File: config.mk
export PLATFORM = sky130hd
export DESIGN_NAME = cmpsel_top
export DESIGN_NICKNAME = d
export VERILOG_FILES = /design/src/rtl/cmpsel_pkg.sv /design/src/rtl/cmpsel_decode.sv /design/src/rtl/cmpsel_top.sv
export VERILOG_INCLUDE_DIRS = /design/src /design/src/rtl
export SDC_FILE = /design/constraint.sdc
export NUM_CORES = 1
export LEC_CHECK = 0
export CAP_MARGIN = 10
export CORE_MARGIN = 2
export CORE_UTILIZATION = 35
export DETAILED_ROUTE_END_ITERATION = 8
export DONT_BUFFER_PORTS = 1
export SETUP_SLACK_MARGIN = 0.4
export SYNTH_ARGS = -nofsm -noshare
export SYNTH_HDL_FRONTEND = slang
export SYNTH_SLANG_ARGS = --single-unit
File: constraint.sdc
create_clock -name ref_clk -period 1.7 [get_ports ref_clk]
set_input_delay 0.255 -clock ref_clk [delete_from_list [all_inputs] [get_ports ref_clk]]
set_output_delay 0.255 -clock ref_clk [all_outputs]
set_load 0.01 [all_outputs]
File: src/rtl/cmpsel_regs.svh
// register offsets, reset values and field positions of the comparator input routing block
// assumes inclusion from the top module only
`ifndef CMPSEL_REGS_SVH
`define CMPSEL_REGS_SVH
`define CMPSEL_PAGE            8'h00
`define CMPSEL_CMP0_ADDR       8'h9C
`define CMPSEL_CMP1_ADDR       8'h9F
`define CMPSEL_ROUTING_RESET   8'h77
`define CMPSEL_NEG_MSB         7
`define CMPSEL_NEG_LSB         4
`define CMPSEL_POS_MSB         3
`define CMPSEL_POS_LSB         0
`define CMPSEL_LAST_PIN_CODE   4'hB
`endif

File: src/rtl/cmpsel_pkg.sv
// types shared by the comparator input routing block
// assumes the register header is on the include path
package cmpsel_pkg;
	typedef logic [3:0] cmpsel_code_t;
	typedef logic [7:0] cmpsel_byte_t;
endpackage : cmpsel_pkg

File: src/rtl/cmpsel_decode.sv
// one selector decoder: 4-bit code to a one-hot pin choice among twelve pins
// assumes the code is the next register value, with the pick registered after decoding on the same clock
`timescale 1ns/1ps
`default_nettype none
module cmpsel_decode
	import cmpsel_pkg::*;
(
	input  wire cmpsel_pkg::cmpsel_code_t code,
	output logic [11:0]                  pick
);
	// codes above the last pin code leave every switch open
	genvar i;
	generate
		for (i = 0; i < 12; i++)
		begin : g_pick
			assign pick[i] = (code == 4'(i));
		end
	endgenerate
endmodule : cmpsel_decode
`default_nettype wire

File: src/rtl/cmpsel_top.sv
// comparator input routing: two routing registers on the special-function bus
// and one-hot switch enables for each comparator input
// assumes a single-cycle sfr bus with page select, reads combinational into a registered bus
//
// Operation
// - negative codes pick odd pins, upper codes none
// - positive codes pick even pins, upper codes none
// - comparator0 register at 0x9C page 0
// - comparator1 register at 0x9F, same layout
// - reset loads 0111 into every selector
// - both multiplexers may share any pin
`timescale 1ns/1ps
`default_nettype none
`include "cmpsel_regs.svh"
module cmpsel_top
	import cmpsel_pkg::*;
(
	input  wire logic                 ref_clk,
	input  wire logic                 rst,
	input  wire cmpsel_pkg::cmpsel_byte_t sfr_addr,
	input  wire cmpsel_pkg::cmpsel_byte_t sfr_page,
	input  wire logic                 sfr_wr,
	input  wire logic                 sfr_rd,
	input  wire cmpsel_pkg::cmpsel_byte_t sfr_wdata,
	output logic [7:0]                sfr_rdata,
	output logic                      sfr_rsel,
	output logic [11:0]               cmp0_neg_pick,
	output logic [11:0]               cmp0_pos_pick,
	output logic [11:0]               cmp1_neg_pick,
	output logic [11:0]               cmp1_pos_pick
);
	import cmpsel_pkg::*;

	cmpsel_byte_t comparator0_input_routing_q;
	cmpsel_byte_t comparator0_input_routing_d;
	cmpsel_byte_t comparator1_input_routing_q;
	cmpsel_byte_t comparator1_input_routing_d;
	logic [7:0]   rdata_q;
	logic [7:0]   rdata_d;
	logic         rsel_q;
	logic         rsel_d;
	logic [11:0]  n0_q, n0_d, p0_q, p0_d, n1_q, n1_d, p1_q, p1_d;
	logic         hit0;
	logic         hit1;

	cmpsel_code_t cmp0_negative_selector;
	cmpsel_code_t cmp0_positive_selector;
	cmpsel_code_t cmp1_negative_selector;
	cmpsel_code_t cmp1_positive_selector;

	assign hit0 = (sfr_page == `CMPSEL_PAGE) && (sfr_addr == `CMPSEL_CMP0_ADDR);
	assign hit1 = (sfr_page == `CMPSEL_PAGE) && (sfr_addr == `CMPSEL_CMP1_ADDR);

	// selectors taken from the next register value so the registered pick
	// changes on the same edge as the register, one cycle after the write
	assign cmp0_negative_selector = comparator0_input_routing_d[`CMPSEL_NEG_MSB:`CMPSEL_NEG_LSB];
	assign cmp0_positive_selector = comparator0_input_routing_d[`CMPSEL_POS_MSB:`CMPSEL_POS_LSB];
	assign cmp1_negative_selector = comparator1_input_routing_d[`CMPSEL_NEG_MSB:`CMPSEL_NEG_LSB];
	assign cmp1_positive_selector = comparator1_input_routing_d[`CMPSEL_POS_MSB:`CMPSEL_POS_LSB];

	// separate decoders per comparator: no pin is ever locked out by the other side
	cmpsel_decode u_n0 (.code(cmp0_negative_selector), .pick(n0_d));
	cmpsel_decode u_p0 (.code(cmp0_positive_selector), .pick(p0_d));
	cmpsel_decode u_n1 (.code(cmp1_negative_selector), .pick(n1_d));
	cmpsel_decode u_p1 (.code(cmp1_positive_selector), .pick(p1_d));

	always_comb
	begin
		comparator0_input_routing_d = comparator0_input_routing_q;
		comparator1_input_routing_d = comparator1_input_routing_q;
		rdata_d = 8'h00;
		rsel_d  = 1'b0;
		if (sfr_wr && hit0)
		begin
			comparator0_input_routing_d = sfr_wdata;
		end
		else if (sfr_wr && hit1)
		begin
			comparator1_input_routing_d = sfr_wdata;
		end
		if (sfr_rd && hit0)
		begin
			rdata_d = comparator0_input_routing_q;
			rsel_d  = 1'b1;
		end
		else if (sfr_rd && hit1)
		begin
			rdata_d = comparator1_input_routing_q;
			rsel_d  = 1'b1;
		end
	end

	always_ff @(posedge ref_clk)
	begin
		if (rst)
		begin
			comparator0_input_routing_q <= `CMPSEL_ROUTING_RESET;
			comparator1_input_routing_q <= `CMPSEL_ROUTING_RESET;
			rdata_q <= 8'h00;
			rsel_q  <= 1'b0;
			// code 0111 selects pin index 7 on each input
			n0_q <= 12'h080;
			p0_q <= 12'h080;
			n1_q <= 12'h080;
			p1_q <= 12'h080;
		end
		else
		begin
			comparator0_input_routing_q <= comparator0_input_routing_d;
			comparator1_input_routing_q <= comparator1_input_routing_d;
			rdata_q <= rdata_d;
			rsel_q  <= rsel_d;
			n0_q <= n0_d;
			p0_q <= p0_d;
			n1_q <= n1_d;
			p1_q <= p1_d;
		end
	end

	assign sfr_rdata     = rdata_q;
	assign sfr_rsel      = rsel_q;
	assign cmp0_neg_pick = n0_q;
	assign cmp0_pos_pick = p0_q;
	assign cmp1_neg_pick = n1_q;
	assign cmp1_pos_pick = p1_q;
endmodule : cmpsel_top
`default_nettype wire

==> flow_metrics.py <==
metrics = {
    "power": {
        "p_per_area_mw_per_mm2": 959.3,
        "peakVddDrop_uv": 396.6,
        "power_leakage_nw": 1.267,
    },
    "detailed_routing": {
        "first_pass_iters": 4,
        "via_per_inst": 5.153,
        "route.vias.total": 2190,
        "drc": 0,
        "ant_nets": 0,
        "wl_per_cell_um": 16.18,
        "drt_wl_total_um": 6875,
        "drt_iter0_markers": 115,
    },
    "synth": {
        "ys_types": 40,
        "ys_seq_area_frac": 0.5189,
        "syn_nets": 328,
        "synth_warnings": 0,
        "synth_top_area_frac": 0.5189,
        "synth-edff-count": 0,
        "synth_ff_type": "dfxtp_1",
        "netlist_area_mm2": 0.002816,
        "ys_async_sr_fraction": 0,
        "yosys.area.top_type": "dfxtp_1",
        "netlist_instances": 300,
        "synth.avg_cell_area_um2": 9.388,
        "ys_top_cells_by_area": "dfxtp_1 52%, nor2_1 6.9%, a21oi_1 3.9%, nor2b_1 3.1%, mux2i_1 2.8%",
        "synth_seq_cells": 73,
    },
    "run_status": {
        "status": "complete, but fails checks",
        "violations": "negative hold slack",
    },
    "floorplanning": {
        "core-area_mm2": 0.007767,
        "die_area_mm2": 0.008781,
        "ios": 85,
        "start_util": 0.3626,
        "rows": 32,
        "dieWidth_um": 93.71,
        "die_y_um": 93.71,
    },
    "global_routing": {
        "antenna_found_initial": 0,
        "grt_overflow": 0,
        "grt_pass1_wl_um": 10630,
        "grt.total_usage": 0.1597,
        "grt_max_degree": 50,
        "grt_pass1_vias": 2034,
    },
    "cells_and_area": {
        "area_growth_syn_to_layout_pct": 22.30,
        "drive_gt1_frac": 0.2167,
        "stdcell_area_mm2": 0.003445,
        "final_nets": 346,
        "diodes": 0,
    },
    "cts": {
        "insertion_delay_ps": 340,
        "cts-buffers-inserted": 9,
        "cts-root-buf": "clkbuf_8",
        "htree_levels": 3,
        "cts_tree": "done",
        "cts_sinks": 73,
        "clk_pin_slew_worst_paths_ps": 80,
        "clk_path_buf_depth": 2,
    },
    "worst_setup_path": {
        "endpoint": "cmp1_pos_pick[3]",
        "worst-path-max-fanout": 4,
        "cp.arrival_ps": 1650,
        "path_class": "input port to flop",
        "crit_required_ps": 1990,
        "worst_r2r_path_depth": 3,
        "end_kind": "flop",
        "crit_start": "sfr_page[7]",
        "critPathLaunchType": "input port",
        "timing.rr.end": "cmp1_neg_pick[8]",
        "reg2reg_from": "comparator1_input_routing_q[7]",
        "reg2reg_slack_ps": 590,
    },
    "job": {
        "drv_cap": 0,
    },
    "sta": {
        "setup_violations": 0,
        "finalClockSkew_ps": 6.128,
        "slew_headroom": 0.7622,
        "hold_viol_final": 13,
        "worst_slew_pin_slew_ps": 354.0,
        "max_freq_ghz": 0.7353,
        "rsz0062_at_grt": "true",
        "layout_min_cycle_time_ps": 1360,
        "min_period_over_period": 0.8000,
        "whs_ps": -23.95,
        "report.final.slew_viol_count": 0,
    },
    "placement": {
        "place.gp.congestion": 0.8426,
        "io_buffers": 0,
        "place_area_mm2": 0.003087,
        "dp_hpwl_um": 5001,
    },
    "hold_path": {
        "min_path_type": "input port to flop",
    },
}
-- through the flow --
step	TNS, ps	total power [W]	worst slack [ps]	utilization	cells
2_1_floorplan	0	0.001805	18.25	-	300
3_3_place_gp	-62.95	0.001804	-16.25	0.3974	408
3_5_place_dp	-305.2	0.001805	-66.84	0.3974	408
4_1_cts	0	0.003335	333.3	0.4294	424
5_1_grt	0	0.003431	272.3	0.4435	425
6_report	0	0.003305	340.1	0.4435	425
-- synthesized netlist by cell type (2+ instances only) --
master and n:
a211o_1 6, a211oi_1 2, a21boi_2 2, a21o_1 6
a21oi_1 22, a22oi_1 8, a31oi_1 8, and3b_1 3
buf_2 3, buf_4 2, clkbuf_1 8, dfxtp_1 73
inv_1 3, mux2i_1 8, nand2_1 10, nand2b_1 12
nand3_1 6, nand3b_1 3, nand4_1 2, nor2_1 52
nor2b_1 14, nor3_1 14, nor3b_1 3, nor4_1 3
nor4_4 2, o21ai_0 7, o21bai_1 5
-- power breakdown --
part	internal, W	leakage, nW	switching (W)
clock	0.000907	0.109	0.000627
combinational	0.0000236	0.570	0.0000385
sequential	0.00171	0.588	0.0000000153
-- sequential cells by signal (all words and copies together) (netlist names) --
register,cells
sfr_rsel,1
comparator1_input_routing_q,8
cmp0_pos_pick,12
cmp1_pos_pick,12
cmp0_neg_pick,12
cmp1_neg_pick,12
sfr_rdata,8
comparator0_input_routing_q,8
-- what timing repair did --
item	4_1_cts	5_1_grt
endpoints found under the hold margin	25	24
pin swaps	0	8
gates resized for setup	4	26
setup buffers	0	1
setup endpoints to repair	27	56
-- cells by family after synthesis --
| logic type | share of synthesized area |
|---|---|
| flip-flops | 0.5189 |
| AO/OA/AOI/OAI | 0.1568 |
| multiplexers | 0.03643 |
| AND/OR/NAND/NOR | 0.2586 |
| buffers and inverters | 0.02932 |
-- worst min path at each step --
stage / start / to / slack [ps] / depth (start not counted)
floorplan: sfr_wdata[0] / comparator0_input_routing_q[0] / 370 / 1
global placement: rst / comparator1_input_routing_q[7] / 330 / 1
detailed placement: rst / comparator1_input_routing_q[7] / 340 / 1
CTS: rst / comparator0_input_routing_q[7] / -40 / 1
global route: rst / cmp1_neg_pick[6] / -40 / 1
finish: rst / sfr_rdata[7] / -20 / 1
-- worst max-delay path, cell delays in order --
cell      delay [ps]
nor4_4           330
nand3_2          120
or3_4            380
buf_6            150
mux2i_2          190
and4bb_1         220
-- final cells by class --
type                            instances  area [um^2]
Inverter                                3        11.26
Tap cell                              102        127.6
Sequential cell                        73         1461
Clock inverter                          4        75.07
Clock buffer                           12        155.1
Timing Repair Buffer                   21        197.7
Multi-Input combinational cell        210         1416
Fill cell                             788         4323
-- per-layer routing --
layer  wire (um)  GRT usage  part of all wire
met5           0          0                 0
met3         418    0.03933             0.061
met2        3115     0.2464              0.45
met4         151    0.07971             0.022
met1        3190     0.2074              0.46
-- layout by cell type, fill, tap and decap left out, types with 3 or more instances in the layout --
cell type	n
inv_1	3
a21oi_2	6
nor2_1	50
a21oi_1	16
a21o_1	6
nor3_1	14
a211o_1	6
a22oi_1	8
dfxtp_1	73
nand3_1	6
mux2i_1	5
o21bai_1	5
nor3b_2	3
and3b_1	3
o21ai_2	5
nand2_1	10
nand3b_1	3
nor2b_1	14
o21ai_1	3
buf_6	4
buf_4	15
nand2b_1	12
a31oi_1	6
clkbuf_8	11
mux2i_4	3
(Power assumes the default switching activity.)
